===== src/hw/atd_pkg.sv =====
package atd_pkg;

    // ------------------------------------------------------------
    // Data widths
    // ------------------------------------------------------------
    localparam int DATA_W   = 16;               // Conversion result width
    localparam int SENS_W   = 8;                // Sensitivity width
    localparam int DAC_W    = 6;                // Offset DAC code width
    localparam int SETL_W   = 4;                // Settling shift width
    localparam int TOUT_W   = 4;                // Timeout count width
    localparam int SENS_LSB = 4;                // 12-bit LSB sits at bit 4 of 16

    // ------------------------------------------------------------
    // Auto DAC limits and steps
    // ------------------------------------------------------------
    localparam logic [15:0] AVG_HIGH_LIMIT = 16'hA800;  // Increment above
    localparam logic [15:0] AVG_LOW_LIMIT  = 16'h5800;  // Decrement below
    localparam logic [5:0]  DAC_FULL       = 6'h3F;     // Full-scale code
    localparam logic [5:0]  DAC_ZERO       = 6'h00;     // Bottom code
    localparam logic [5:0]  DAC_STEP_LO    = 6'h01;     // Step, low range
    localparam logic [5:0]  DAC_STEP_HI    = 6'h02;     // Step, high range
    localparam logic [15:0] AVG_RESET      = 16'h0000;  // Average after reset

    // ------------------------------------------------------------
    // Threshold direction modes
    // ------------------------------------------------------------
    typedef enum logic [1:0]
    {
        ATD_NEG    = 2'h0,   // Flag data below threshold
        ATD_POS    = 2'h1,   // Flag data above threshold
        ATD_IN_WIN = 2'h2,   // Flag data inside band
        ATD_OUT_WIN= 2'h3    // Flag data outside band
    } atd_dir_t;

    // Power-down timer constants
    localparam int PD_TIMER_W = 6;              // Power-down timeout width
    localparam int PD_UNIT_W  = 24;             // Prescaler width

endpackage


===== src/hw/atd_offset_dac.sv =====
`timescale 1ns/1ps
`default_nettype none

// --------
// Automatic offset DAC tracker for one channel
// --------
module atd_offset_dac
(
    input  wire logic        mclk,           // System clock
    input  wire logic        srst,           // Synchronous reset
    input  wire logic        load,           // Load programmed code
    input  wire logic [5:0]  load_value,     // Programmed code
    input  wire logic        auto_en,        // Automatic tracking enable
    input  wire logic        step_now,       // One pulse per conversion
    input  wire logic        range_high,     // Selected input range
    input  wire logic [15:0] average,        // Current average
    output logic      [5:0]  dac_code        // Offset cancel code
);

    typedef struct packed
    {
        logic [5:0] code;                    // Current code
    } atd_dac_state_t;

    atd_dac_state_t cur;                     // Registered state
    atd_dac_state_t next_cur;                // Next state

    logic [5:0] step;                        // Step size for range
    logic [6:0] sum_up;                      // Increment with carry
    logic [6:0] sum_dn;                      // Decrement with borrow

    // --------
    // Next code
    // --------
    always_comb
    begin
        next_cur = cur;
        step     = range_high ? atd_pkg::DAC_STEP_HI : atd_pkg::DAC_STEP_LO; // [RULE14]
        sum_up   = {1'b0, cur.code} + {1'b0, step};
        sum_dn   = {1'b0, cur.code} - {1'b0, step};
        if (load)
        begin
            // Software code wins
            next_cur.code = load_value;
        end
        else if (auto_en && step_now)
        begin
            if (average > atd_pkg::AVG_HIGH_LIMIT && cur.code != atd_pkg::DAC_FULL) // [RULE12] [RULE15]
            begin
                // Saturate at full scale
                next_cur.code = sum_up[6] ? atd_pkg::DAC_FULL : sum_up[5:0];
            end
            else if (average < atd_pkg::AVG_LOW_LIMIT && cur.code != atd_pkg::DAC_ZERO) // [RULE13] [RULE15]
            begin
                // Saturate at zero
                next_cur.code = sum_dn[6] ? atd_pkg::DAC_ZERO : sum_dn[5:0];
            end
        end
    end

    // --------
    // State register
    // --------
    always_ff @(posedge mclk)
    begin
        if (srst)
            cur <= '0;
        else
            cur <= next_cur;
    end

    assign dac_code = cur.code;              // [RULE16]

endmodule

`default_nettype wire


===== src/hw/atd_sync2.sv =====
`timescale 1ns/1ps
`default_nettype none

// --------
// Two flip-flop synchroniser for a level
// --------
module atd_sync2
(
    input  wire logic mclk,                  // System clock
    input  wire logic srst,                  // Synchronous reset
    input  wire logic din,                   // Asynchronous level
    output logic      dout                   // Synchronised level
);

    typedef struct packed
    {
        logic s1;                            // First stage
        logic s2;                            // Second stage
    } atd_sync_state_t;

    atd_sync_state_t cur;                    // Registered state
    atd_sync_state_t next_cur;               // Next state

    // Shift
    always_comb
    begin
        next_cur.s1 = din;
        next_cur.s2 = cur.s1;
    end

    // Register
    always_ff @(posedge mclk)
    begin
        if (srst)
            cur <= '0;
        else
            cur <= next_cur;
    end

    assign dout = cur.s2;

endmodule

`default_nettype wire


===== src/hw/adaptive_threshold_detector.sv =====
// Behaviour
// RULE1 - Compare data to fixed or adaptive threshold
// RULE2 - Fixed mode: flag when data crosses threshold
// RULE3 - Positive or negative change selectable
// RULE4 - Adaptive only: inside or outside window
// RULE5 - Sensitivity 0..255 LSB around average
// RULE6 - Average += (data-average) >> (settling+1)
// RULE7 - Adaptive hysteresis is quarter sensitivity
// RULE8 - No hysteresis in fixed mode
// RULE9 - Timeout counts only outside average band
// RULE10 - Timeout expiry loads average with data
// RULE11 - Separate approach and recede timeouts
// RULE12 - Auto DAC increments above 0xA800
// RULE13 - Auto DAC decrements below 0x5800
// RULE14 - DAC step depends on input range
// RULE15 - DAC saturates at zero and full scale
// RULE16 - DAC is monotonic 6-bit code
// RULE17 - Inactivity timer triggers power-down
// RULE18 - Host command or power cycle wakes
// RULE19 - Detect pin high while proximity detected
// RULE20 - Independent state per channel
// RULE21 - Updates once per completed conversion
`timescale 1ns/1ps
`default_nettype none

module adaptive_threshold_detector
#(
    parameter int PD_UNIT_CYCLES = 25000     // Cycles per power-down tick
)
(
    input  wire logic        mclk,              // 25 MHz clock
    input  wire logic        srst,              // Synchronous reset
    input  wire logic [15:0] conv_data,         // Conversion result
    input  wire logic        conv_done,         // One pulse per result
    input  wire logic        conv_channel,      // 0 channel one, 1 channel two
    input  wire logic [1:0]  adaptive_en,       // Per channel adaptive mode
    input  wire logic [3:0]  dir_mode,          // Two bits per channel
    input  wire logic [15:0] fixed_threshold_one, // Fixed threshold ch one
    input  wire logic [15:0] fixed_threshold_two, // Fixed threshold ch two
    input  wire logic [7:0]  sensitivity_one,   // Sensitivity ch one
    input  wire logic [7:0]  sensitivity_two,   // Sensitivity ch two
    input  wire logic [3:0]  approach_timeout_one, // Approach count ch one
    input  wire logic [3:0]  approach_timeout_two, // Approach count ch two
    input  wire logic [3:0]  recede_timeout_one,   // Recede count ch one
    input  wire logic [3:0]  recede_timeout_two,   // Recede count ch two
    input  wire logic [3:0]  average_settling_shift_one, // Settling ch one
    input  wire logic [3:0]  average_settling_shift_two, // Settling ch two
    input  wire logic [1:0]  hyst_en,           // Per channel hysteresis
    input  wire logic [1:0]  range_high,        // Per channel input range
    input  wire logic [1:0]  dac_auto_en,       // Per channel auto DAC
    input  wire logic [1:0]  dac_load,          // Per channel code load
    input  wire logic [5:0]  dac_load_value_one, // Code for ch one
    input  wire logic [5:0]  dac_load_value_two, // Code for ch two
    input  wire logic        pd_timer_en,       // Power-down timer enable
    input  wire logic [5:0]  pd_timeout,        // Power-down interval ticks
    input  wire logic        host_wake,         // Asynchronous host command
    output logic             detect_flag_one,   // Detect pin ch one
    output logic             detect_flag_two,   // Detect pin ch two
    output logic [15:0]      average_one,       // Average ch one
    output logic [15:0]      average_two,       // Average ch two
    output logic [5:0]       offset_cancel_dac_one, // DAC code ch one
    output logic [5:0]       offset_cancel_dac_two, // DAC code ch two
    output logic             power_down         // Device asleep
);

    // ------------------------------------------------------------
    // State
    // ------------------------------------------------------------
    typedef struct packed
    {
        logic [1:0][15:0] avg;               // Per channel average
        logic [1:0][3:0]  tcount;            // Per channel timeout count
        logic [1:0]       flag;              // Per channel detect flag
        logic             pd;                // Powered down
        logic [23:0]      prescale;          // Tick prescaler
        logic [5:0]       idle_ticks;        // Ticks with no detection
    } atd_state_t;

    atd_state_t cur;                         // Registered state
    atd_state_t next_cur;                    // Next state

    logic        wake_sync;                  // Synchronised wake
    logic [1:0]  upd;                        // Per channel update strobe
    logic [1:0][15:0] fix_thr;               // Fixed thresholds
    logic [1:0][7:0]  sens;                  // Sensitivities
    logic [1:0][3:0]  appr;                  // Approach timeouts
    logic [1:0][3:0]  rec;                   // Recede timeouts
    logic [1:0][3:0]  shift;                 // Settling shifts
    logic [1:0][5:0]  dac_val;               // Programmed DAC codes
    logic [1:0][5:0]  dac_out;               // Live DAC codes

    assign fix_thr = {fixed_threshold_two, fixed_threshold_one};
    assign sens    = {sensitivity_two, sensitivity_one};
    assign appr    = {approach_timeout_two, approach_timeout_one};
    assign rec     = {recede_timeout_two, recede_timeout_one};
    assign shift   = {average_settling_shift_two, average_settling_shift_one};
    assign dac_val = {dac_load_value_two, dac_load_value_one};

    // ------------------------------------------------------------
    // Helpers
    // ------------------------------------------------------------
    // Sensitivity scaled to 16-bit data
    function automatic logic [17:0] scale_sens(input logic [7:0] s);
        scale_sens = 18'({s, 4'h0});
    endfunction

    // New average: signed step by 2^(shift+1)
    function automatic logic [15:0] avg_step(input logic [15:0] a, input logic [15:0] d,
                                             input logic [3:0] sh);
        logic signed [17:0] diff;
        logic signed [17:0] res;
        diff = $signed({2'b00, d}) - $signed({2'b00, a});
        res  = $signed({2'b00, a}) + (diff >>> (5'(sh) + 5'h01));
        avg_step = res[15:0];
    endfunction

    // Host wake passes two flip-flops
    atd_sync2 u_wake
    (
        .mclk (mclk),
        .srst (srst),
        .din  (host_wake),
        .dout (wake_sync)
    );

    // ------------------------------------------------------------
    // Per channel offset DAC trackers
    // ------------------------------------------------------------
    genvar gi;
    generate
        for (gi = 0; gi < 2; gi++)
        begin : g_dac
            atd_offset_dac u_dac
            (
                .mclk       (mclk),
                .srst       (srst),
                .load       (dac_load[gi]),
                .load_value (dac_val[gi]),
                .auto_en    (dac_auto_en[gi] & adaptive_en[gi]), // [RULE12]
                .step_now   (upd[gi]),                            // [RULE21]
                .range_high (range_high[gi]),
                .average    (cur.avg[gi]),
                .dac_code   (dac_out[gi])
            );
        end
    endgenerate

    // Update strobe per channel, blocked while asleep
    assign upd[0] = conv_done & ~conv_channel & ~cur.pd; // [RULE21]
    assign upd[1] = conv_done &  conv_channel & ~cur.pd; // [RULE21]

    // ------------------------------------------------------------
    // Next-state logic
    // ------------------------------------------------------------
    always_comb
    begin
        logic [17:0] d;
        logic [17:0] a;
        logic [17:0] s;
        logic [17:0] h;
        logic [17:0] up_t;
        logic [17:0] dn_t;
        logic        above;
        logic        below;
        logic        outside;
        logic        approach;
        logic [3:0]  limit;
        logic [1:0]  dir;
        next_cur = cur;
        d = '0; a = '0; s = '0; h = '0; up_t = '0; dn_t = '0;
        above = 1'b0; below = 1'b0; outside = 1'b0; approach = 1'b0;
        limit = '0; dir = '0;
        for (int c = 0; c < 2; c++)
        begin
            if (upd[c])
            begin
                d   = {2'b00, conv_data};
                a   = {2'b00, cur.avg[c]};
                s   = scale_sens(sens[c]);                        // [RULE5]
                dir = dir_mode[2*c +: 2];
                // Hysteresis only in adaptive mode
                h   = (adaptive_en[c] && hyst_en[c]) ? (s >> 2) : 18'h0; // [RULE7] [RULE8]
                if (adaptive_en[c])
                begin
                    // Thresholds around the average, pulled in toward it by the hysteresis while flagged
                    up_t  = cur.flag[c] ? a + s - h : a + s;
                    dn_t  = cur.flag[c] ? a - s + h : a - s;
                    above = $signed(d) > $signed(up_t);
                    below = $signed(d) < $signed(dn_t);
                    unique case (atd_pkg::atd_dir_t'(dir))
                        atd_pkg::ATD_POS:     next_cur.flag[c] = above;           // [RULE3]
                        atd_pkg::ATD_NEG:     next_cur.flag[c] = below;           // [RULE3]
                        atd_pkg::ATD_OUT_WIN: next_cur.flag[c] = above | below;   // [RULE4]
                        atd_pkg::ATD_IN_WIN:  next_cur.flag[c] = ~(above | below); // [RULE4]
                    endcase
                    // Timeout runs only outside average plus minus sensitivity
                    outside  = ($signed(d) > $signed(a + s)) || ($signed(d) < $signed(a - s)); // [RULE9]
                    approach = (dir == 2'(atd_pkg::ATD_NEG)) ? below : above;
                    limit    = approach ? appr[c] : rec[c];                  // [RULE11]
                    if (outside && limit != 4'h0)
                    begin
                        if (cur.tcount[c] + 4'h1 >= limit)
                        begin
                            // Snap average to data
                            next_cur.avg[c]    = conv_data;                  // [RULE10]
                            next_cur.tcount[c] = 4'h0;
                        end
                        else
                        begin
                            next_cur.tcount[c] = cur.tcount[c] + 4'h1;       // [RULE9]
                            next_cur.avg[c]    = avg_step(cur.avg[c], conv_data, shift[c]); // [RULE6]
                        end
                    end
                    else
                    begin
                        next_cur.tcount[c] = outside ? cur.tcount[c] : 4'h0;
                        next_cur.avg[c]    = avg_step(cur.avg[c], conv_data, shift[c]); // [RULE6]
                    end
                end
                else
                begin
                    // Fixed constant threshold, no hysteresis
                    if (dir[0])
                        next_cur.flag[c] = conv_data > fix_thr[c];      // [RULE2] [RULE3]
                    else
                        next_cur.flag[c] = conv_data < fix_thr[c];      // [RULE2] [RULE3]
                    next_cur.avg[c]    = avg_step(cur.avg[c], conv_data, shift[c]); // [RULE1]
                    next_cur.tcount[c] = 4'h0;
                end
            end
        end

        // Inactivity timer
        if (cur.pd)
        begin
            if (wake_sync)
                next_cur.pd = 1'b0;                                  // [RULE18]
            next_cur.prescale   = '0;
            next_cur.idle_ticks = '0;
        end
        else if (!pd_timer_en || (|cur.flag))
        begin
            next_cur.prescale   = '0;
            next_cur.idle_ticks = '0;
        end
        else if (cur.prescale == 24'(PD_UNIT_CYCLES - 1))
        begin
            next_cur.prescale   = '0;
            next_cur.idle_ticks = cur.idle_ticks + 6'h01;
            if (cur.idle_ticks + 6'h01 >= pd_timeout)
                next_cur.pd = 1'b1;                                  // [RULE17]
        end
        else
        begin
            next_cur.prescale = cur.prescale + 24'h000001;
        end
    end

    // ------------------------------------------------------------
    // State register
    // ------------------------------------------------------------
    always_ff @(posedge mclk)
    begin
        if (srst)
            cur <= '0;                                               // [RULE20]
        else
            cur <= next_cur;
    end

    // ------------------------------------------------------------
    // Outputs
    // ------------------------------------------------------------
    assign detect_flag_one       = cur.flag[0];                      // [RULE19]
    assign detect_flag_two       = cur.flag[1];                      // [RULE19]
    assign average_one           = cur.avg[0];
    assign average_two           = cur.avg[1];
    assign offset_cancel_dac_one = dac_out[0];
    assign offset_cancel_dac_two = dac_out[1];
    assign power_down            = cur.pd;

endmodule

`default_nettype wire


===== config.mk =====
export PLATFORM = sky130hd
export DESIGN_NAME = adaptive_threshold_detector
export DESIGN_NICKNAME = d
export VERILOG_FILES = /design/src/hw/atd_pkg.sv /design/src/hw/atd_offset_dac.sv /design/src/hw/atd_sync2.sv /design/src/hw/adaptive_threshold_detector.sv
export SDC_FILE = /design/constraint.sdc
export NUM_CORES = 1
export LEC_CHECK = 0
export BUFFER_PORTS_ARGS = -buffer_cell sky130_fd_sc_hd__buf_2
export CORE_AREA = 2 2 176 264
export DETAILED_ROUTE_END_ITERATION = 10
export DIE_AREA = 0 0 178 266
export HOLD_SLACK_MARGIN = 0.06
export PLACE_DENSITY_LB_ADDON = 0.2
export SYNTH_ARGS = -nofsm -noshare
export SYNTH_HDL_FRONTEND = slang
export SYNTH_SLANG_ARGS = --single-unit
export TNS_END_PERCENT = 1

===== constraint.sdc =====
create_clock -name mclk -period 9.9 [get_ports mclk]
set_clock_uncertainty 0.15 [all_clocks]
set_input_delay 2.97 -clock mclk [delete_from_list [all_inputs] [get_ports mclk]]
set_output_delay 2.97 -clock mclk [all_outputs]
set_load 0.005 [all_outputs]

Yosys cells after proc, flatten, opt, wreduce, memory -nomap -nowiden
Index checks and enable logic that the tools add are counted.
{"block": "classes", "order_cmp": 19, "mul": 0, "eq_ne": 11, "add_sub_neg": 22, "mux": 52, "n_reduce_logical": 31, "shifts": 2, "div_mod_pow": 0, "bitwise_logic": 12}
{"cell": "$mux 16", "n": 6}
{"cell": "$mux 6", "n": 13}
{"cell": "$mux 18", "n": 4}
{"cell": "$mux 4", "n": 10}
{"cell": "$add 18x10->18", "n": 2}
{"cell": "$gt 17x18->1", "n": 2}
{"cell": "$lt 17x18->1", "n": 2}
{"cell": "$sub 18x10->18", "n": 2}
{"cell": "$add 16x12->17", "n": 2}
{"cell": "$gt 16x17->1", "n": 2}
{"cell": "$lt 17x17->1", "n": 2}
{"cell": "$sshr 17x5->16", "n": 2}
{"cell": "$sub 16x12->17", "n": 2}
{"cell": "$sub 16x16->17", "n": 2}
{"cell": "$add 16x16->16", "n": 2}
{"cell": "$gt 16x16->1", "n": 2}
{"cell": "$gt 16x16->1 const B", "n": 2}
{"cell": "$lt 16x15->1 const B", "n": 2}
{"cell": "$lt 16x16->1", "n": 2}
{"cell": "$mux 31", "n": 1}
{"cell": "$mux 30", "n": 1}
{"cell": "$add 24x1->24 const B", "n": 1}
{"cell": "$eq 24x15->1 const B", "n": 1}
{"cell": "$mux 24", "n": 1}
{"cell": "other kinds (30)", "n": 81}
{"block": "word_totals", "rom_bits": 0, "mem_count": 0, "latch_bits": 0, "regBits": 87, "ramBits": 0}

Depth between registers and ports, before layout
Gate-level depths: netlist of run 1.
{"block": "logic_depth", "ltp_word": 11, "depth_mapped": 37}

By module
From an unflattened synthesis of run 1, not the netlist that was laid out.
{"block": "hier_totals", "hier_cells": 2366, "hier_area_um2": 17913.4}
{"module": "adaptive_threshold_detector", "area_each_um2": 16251.8, "instances": 1, "seq_area_each_um2": 1461.4, "cells_each": 2150}
{"module": "atd_offset_dac", "area_each_um2": 804.5, "instances": 2, "seq_area_each_um2": 120.1, "cells_each": 106}
{"module": "atd_sync2", "area_each_um2": 52.6, "instances": 1, "seq_area_each_um2": 40.0, "cells_each": 4}

Worst setup path after synthesis of run 1
Ideal clock, no wire load.
{"block": "synth_path", "path_kind": "input -> register", "start": "input sensitivity_one[2]", "end": "register cur, in the netlist average_one[2]", "stages": 32, "required_time_ns": 9.644, "setup_ns": 0.106, "arrival_ns": 9.600, "setup_slack_ns": 0.044, "path_cell_list": "inv_1 > ha_1 > clkbuf_1 > nor3_1 > o21a_1 > nor3_1 > xor2_1 > ha_1 > nand2b_1 > or4_1 > o211ai_1 > o311ai_0 > or2_2 > nor2_1 > xor2_1 > ha_1 > and2_1 > a221oi_1 > o21ai_0 > a21oi_1 > nor4_1 > o21a_1 > o21ai_2 > mux2_2 > ha_1 > nand2b_1 > a21o_1 > a21o_1 > a21oi_1 > a2111oi_4 > or4_1 > o311ai_0"}
{"block": "synth_via", "elab_chain_cells": 10, "word_cells_on_any_way": 20}
{"item": "start, declared", "line_no": "adaptive_threshold_detector.sv:40", "text": "input wire logic [7:0] sensitivity_one,"}
{"item": "$add 16x12->17, or another cell as far along", "line_no": "adaptive_threshold_detector.sv:186, adaptive_threshold_detector.sv:197"}
{"item": "$sub 18x10->18 or $add 18x10->18 (tied branches)", "line_no": "adaptive_threshold_detector.sv:186, adaptive_threshold_detector.sv:187"}
{"item": "$mux 18, on equally long branches", "line_no": "adaptive_threshold_detector.sv:186, adaptive_threshold_detector.sv:187"}
{"item": "$gt 17x18->1 or $lt 17x18->1 (tied branches)", "line_no": "adaptive_threshold_detector.sv:188, adaptive_threshold_detector.sv:189"}
{"item": "$mux 1", "line_no": "adaptive_threshold_detector.sv:198", "text": "approach = (dir == 2'(atd_pkg::ATD_NEG)) ? below : above;"}
{"item": "$mux 4", "line_no": "adaptive_threshold_detector.sv:199", "text": "limit = approach ? appr[c] : rec[c];"}
{"item": "$ge 4x4->1 or $reduce_bool 4->1 (tied branches)", "line_no": "adaptive_threshold_detector.sv:202, adaptive_threshold_detector.sv:200"}
{"item": "$mux 16 or $logic_and 1x1->1 (tied branches)", "line_no": "adaptive_threshold_detector.sv:202, adaptive_threshold_detector.sv:200"}
{"item": "$mux 16 (*)", "line_no": "adaptive_threshold_detector.sv:200", "text": "if (outside && limit != 4'h0)"}
{"item": "$mux 16 (*)", "line_no": "adaptive_threshold_detector.sv:183", "text": "if (adaptive_en[c])"}
{"item": "end signal, assigned", "line_no": "adaptive_threshold_detector.sv:267", "text": "cur <= next_cur;"}
{"item": "end, declared", "line_no": "adaptive_threshold_detector.sv:79", "text": "atd_state_t cur;"}
Every way passes the cells marked *; elsewhere a longest branch is shown, timed or not.
A chain may end at the register's enable or synchronous reset.

Worst setup path after layout of run 1
{"block": "layout_path", "start": "input sensitivity_one[4]", "end": "register cur, in the netlist average_one[15]"}
Same word-level chain as after synthesis.

==> results of run 1 <==
## registers in the layout (all words and copies together), names as in the netlist
register and count:
detect_flag_two 1, power_down 1, average_one 16, detect_flag_one 1, u_wake.dout 1, cur 38, u_wake.cur 1, g_dac.u_dac.dac_code 12
average_two 16
## final cells by class
cell class                      count  share of cell area [%]
Multi-Input combinational cell   2012                   74.71
Sequential cell                    87                   8.804
Timing Repair Buffer              258                   7.615
Tap cell                          588                   3.719
Inverter                          189                   3.586
Clock buffer                        9                   1.138
Clock inverter                      7                  0.4111
Antenna cell                        1                 0.01265
## synthesized netlist by cell type (54+ instances only)
library cell,count,area share [%]
nor3_1,54,1.5
o21ai_0,178,5.0
mux2i_1,76,4.3
xnor2_1,110,5.4
nand3_1,62,1.7
clkbuf_1,80,1.7
a21oi_1,193,5.4
nand2_1,154,3.3
nor2_1,202,4.3
inv_1,183,3.9
ha_1,283,20
dfxtp_1,87,9.8
## routing by layer
layer | wire length (um) | global-route usage [%] | vias up
li1 | - | - | 9069
met1 | 25790 | 30.81 | 8900
met2 | 34460 | 51.78 | 648
met3 | 3345 | 3.139 | 232
met4 | 5410 | 19.63 | 8
met5 | 50 | 0 | -
## worst paths after layout
path,end,slack [ps]
hold / removal,u_wake.dout,300
setup reg to reg,average_one[15],2540
hold reg to reg,u_wake.dout,300
setup / recovery,average_one[15],430
## what timing repair did
item                       CTS  global route
setup endpoints to repair    0            32
resized for setup            0            10
buffers inserted             0             0
## cells by family (layout without fill, tap and decap cells)
kind of cell	count (synthesis)	in the layout
AND/OR/NAND/NOR	728	728
AO/OA/AOI/OAI	722	722
buffers and inverters	316	463
adder cells (fa/ha/maj)	301	301
XOR/XNOR	165	165
multiplexers	96	96
flip-flops	87	87
other	0	1
## worst register-to-register path, delay by kind of cell, from the launching register on
kind | cells | cell delay (ps)
simple gates | 10 | 1990
xor+xnor | 2 | 330
fa+ha+maj | 4 | 1080
compound gates | 13 | 2600
flops | 1 | 620
mux | 1 | 360
buf+inv | 1 | 170
## stage by stage
stage	total power [mW]	setup slack, ps
floorplan	1.736	43.80
global placement	2.272	107.8
detailed placement	2.301	5.264
CTS	2.677	368.2
global route	2.918	-25.77
finish	2.702	426.8
## report_power, final
part	leakage [nW]	switching, mW	internal (mW)
sequential	0.710	0.0608	0.370
combinational	8.06	1.11	0.795
clock	0.140	0.170	0.199
total	8.91	1.34	1.36
==> flow_summary.json, run 1 <==
{
  "synth_fa_ha_area_share_pct": 21.84,
  "critPathRequiredTime_ps": 10020,
  "max_freq_mhz": 105.6,
  "ys_seq_area_share_pct": 9.799,
  "grt_max_degree": 39,
  "rows": 96,
  "die_h_um": 266,
  "power.leakage_nw": 8.910,
  "fin_crit_ps": 9473,
  "cp-start-kind": "input pin",
  "cp_max_fo": 4,
  "ys_warn_count": 0,
  "crit_top_cell": "ha_1",
  "synth_top_family_by_area": "compound AO/OA/AOI/OAI gates",
  "min_period_over_period_pct": 95.69,
  "seqCellArea_um2": 1742,
  "grt_pass1_wl_um": 104700,
  "synth-compound-area-share_pct": 26.44,
  "slew_headroom_pct": 25.31,
  "timing.rr.start": "average_one[8]",
  "setup_viol": 0,
  "fillers": 4646,
  "grtUsageTotal_pct": 28.63,
  "root_buffer": "clkbuf_16",
  "end_kind": "register",
  "yosys.area_share.simple_pct": 20.46,
  "path_class": "in2reg",
  "wl_per_cell_um": 21.92,
  "yosys_register_bits": 87,
  "critPathArrivalTime_ps": 9590,
  "port_buffers": 172,
  "grt_pass1_vias": 18870,
  "syn_area_per_cell_um2": 7.360,
  "drc": 0,
  "vias_per_cell": 5.984,
  "final_cells": 3151,
  "synthCells": 2415,
  "synth-xor-area-share_pct": 8.363,
  "hold_viol_final": 0,
  "min_from": "u_wake.cur[1]",
  "maxCapViolCount": 0,
  "critical-path-max-stage-delay_ps": 420,
  "fin_tns_setup_ps": 0,
  "clock_sinks": 87,
  "ios": 173,
  "yosys_most_used_dff": "dfxtp_1",
  "overflow": 0,
  "die-area_um2": 47350,
  "crit_path_start": "sensitivity_one[4]",
  "clock_latency_ps": 370,
  "hold_class": "reg2reg",
  "slew_violations": 0,
  "via_count": 18860,
  "netlist_area_um2": 17770,
  "cp_top_family": "compound AO/OA/AOI/OAI gates",
  "holdWs_ps": 298.8,
  "syn-num-nets": 2840,
  "reg2reg_depth": 31,
  "fin_util_pct": 43.69,
  "ys_types": 92,
  "async_reset_ff_share_pct": 0,
  "place_inst": 3134,
  "htree_levels": 3,
  "worst_pin_slew_ps": 1120,
  "muxShareOfSynthArea_pct": 5.674,
  "dpl.hpwl_um": 56570,
  "crit_buf_inv": 3,
  "drtIter0Drc": 997,
  "nets": 2982,
  "syn_to_final_growth_pct": 11.31,
  "path_depth": 33,
  "drive_above_1_share_pct": 13.35,
  "synth_edf_count": 0,
  "post_dp_cell_area_um2": 19420,
  "antenna_found_initial": 5,
  "p_per_area_nw_per_um2": 136.6,
  "holdBufCountCts": 0,
  "path_clk_slew_ps": 70,
  "routed_wl_um": 69070,
  "final_cell_mix": "ha_1 (283), nor2_1 (202), a21oi_1 (192), inv_1 (183), o21ai_0 (177)",
  "whs_path_depth": 1,
  "gp_congestion": 1.005,
  "initial_utilization_pct": 39.25,
  "multi_input_area_um2": 14780,
  "die_w_um": 178,
  "final_common_cell": "ha_1",
  "core_um2": 45280,
  "dr.pass1.iters": 5,
  "cts_tree": "yes",
  "outcome": "completed",
  "vdd_drop_max_v": 0.00008871,
  "slowest_stage": "or4_1",
  "cts.path.max_buffers": 2,
  "final_area_um2": 19780,
  "cts_made_buffers": 9,
  "ant_nets": 0
}
Note: power is estimated with default switching activity, not from simulation.
==> inputs of run 2 (changes only) <==
--- a/config.mk
+++ b/config.mk
@@ -6,9 +6,9 @@
 export NUM_CORES = 1
 export LEC_CHECK = 0
 export BUFFER_PORTS_ARGS = -buffer_cell sky130_fd_sc_hd__buf_2
-export CORE_AREA = 2 2 176 264
+export CORE_AREA = 2 2 141 211
 export DETAILED_ROUTE_END_ITERATION = 10
-export DIE_AREA = 0 0 178 266
+export DIE_AREA = 0 0 143 213
 export HOLD_SLACK_MARGIN = 0.06
 export PLACE_DENSITY_LB_ADDON = 0.2
 export SYNTH_ARGS = -nofsm -noshare
==> constraint.sdc (replaced) <==
create_clock -name mclk -period 10.36 [get_ports mclk]
set_clock_uncertainty 0.15 [all_clocks]
set_input_delay 3.108 -clock mclk [delete_from_list [all_inputs] [get_ports mclk]]
set_output_delay 3.108 -clock mclk [all_outputs]
set_load 0.005 [all_outputs]
==> run 2 against run 1 <==
Compared with the run above: largest cell class unchanged; largest power group unchanged; sequential share of layout area rose by 0.20 points; non-clock buffer count fell by 30; clock power fell by 7.9%; count of clock-buffer cells in the layout did not move; critical endpoint is now average_two[14]; design area fell by 2.3%; combinational power fell by 7%; worst hold slack improved by 11 ps; cell count fell by 7.1%.
==> flow_summary.json, run 2 (synthesized netlist as in run 1, its figures left out) <==
{
  "die_h_um": 213,
  "core_um2": 28620,
  "fillers": 2564,
  "grt_pass1_wl_um": 94910,
  "final_cells": 2927,
  "dpl.hpwl_um": 49910,
  "port_buffers": 172,
  "wl_per_cell_um": 21.07,
  "cp-start-kind": "input pin",
  "holdWs_ps": 310.0,
  "place_ws_ps": -163.6,
  "place_inst": 2903,
  "slew_headroom_pct": 30.32,
  "crit_top_cell": "ha_1",
  "end_kind": "register",
  "antenna_found_initial": 6,
  "p_per_area_nw_per_um2": 130.3,
  "path_class": "in2reg",
  "multi_input_area_um2": 14780,
  "power.leakage_nw": 8.772,
  "cp_max_fo": 16,
  "initial_utilization_pct": 62.10,
  "grt_max_degree": 38,
  "largest-register": "cur",
  "max_freq_mhz": 100.8,
  "vdd_drop_max_v": 0.0001083,
  "drive_above_1_share_pct": 12.28,
  "drc": 0,
  "die-area_um2": 30460,
  "hold_viol_final": 0,
  "drtIter0Drc": 1332,
  "worst_pin_slew_ps": 1045,
  "critPathRequiredTime_ps": 10430,
  "min_period_over_period_pct": 95.72,
  "grtUsageTotal_pct": 39.54,
  "rsz0062_at_grt": "yes",
  "largest_register_ffs": 38,
  "gp_congestion": 1.080,
  "routed_wl_um": 61690,
  "htree_levels": 3,
  "maxCapViolCount": 0,
  "slew_violations": 0,
  "via_count": 19080,
  "root_buffer": "clkbuf_16",
  "final_cell_mix": "ha_1 (283), nor2_1 (202), a21oi_1 (191), inv_1 (183), o21ai_0 (176)",
  "path_clk_slew_ps": 80,
  "seqCellArea_um2": 1742,
  "cts.path.max_buffers": 2,
  "die_w_um": 143,
  "rows": 76,
  "hold_class": "reg2reg",
  "nets": 2952,
  "critical-path-max-stage-delay_ps": 580,
  "fin_tns_setup_ps": 0,
  "slowest_stage": "ha_1",
  "fin_crit_ps": 9916,
  "dr.pass1.iters": 7,
  "cts_tree": "yes",
  "clock_sinks": 87,
  "ios": 173,
  "setup_viol": 0,
  "cts_made_buffers": 9,
  "syn_to_final_growth_pct": 8.778,
  "grt_pass1_vias": 18470,
  "final_common_cell": "ha_1",
  "outcome": "completed",
  "ant_nets": 0,
  "clock_latency_ps": 360,
  "setup_ws_ps": 443.8,
  "vias_per_cell": 6.517,
  "overflow": 0,
  "critPathArrivalTime_ps": 9990
}
run 2: stage by stage:
step	cell area, um2	power, mW	utilization [%]
floorplan	17770	1.659	-
global placement	18940	2.076	66.17
detailed placement	18940	2.125	66.17
CTS	19250	2.473	67.25
global route	19330	2.711	67.52
finish	19330	2.520	67.55
run 2: cell type report:
class,instances,share of cell area (%)
flip-flops and latches,87,9.009
clock inverters,7,0.4207
multi-input cells,2012,76.44
well taps,390,2.524
diodes,5,0.06472
inverters,189,3.669
clock buffers,9,1.165
repair buffers,228,6.711
run 2: final timing paths:
check	slack, ps	end	cells after the start	start
worst max-delay path	440	average_two[14]	33	sensitivity_two[4]
worst max register to register	2690	average_two[14]	34	average_two[4]
worst min register to register	310	cur[6]	1	cur[6]
worst min-delay path	310	cur[6]	1	cur[6]
run 2: critical path: cells and delay by family:
| kind | cells | cell delay, ps |
|---|---|---|
| fa+ha+maj | 4 | 1280 |
| mux | 1 | 360 |
| compound gates | 14 | 2270 |
| simple gates | 9 | 2180 |
| xor+xnor | 2 | 420 |
| buf+inv | 3 | 350 |
run 2: where the power goes:
part | leakage, nW | switching (mW) | internal, mW
Sequential | 0.710 | 0.0560 | 0.353
Clock | 0.150 | 0.166 | 0.174
Combinational | 7.91 | 1.03 | 0.745
Total | 8.77 | 1.25 | 1.27
run 2: layer usage:
metal / part of all wire, % / vias to the layer above / global-route usage, %
met1: 36 / 8840 / 41.30
met2: 48 / 847 / 69.26
met5: 0.045 / - / 0
met4: 9.1 / 4 / 30.01
li1: - / 9043 / -
met3: 7.3 / 342 / 7.760
run 2: what timing repair did:
action | in CTS | in global routing
resized for setup | 0 | 14
hold endpoints to repair | 0 | 0
endpoints found under the setup margin | 0 | 40
setup buffers | 0 | 3
hold buffers | 0 | 0
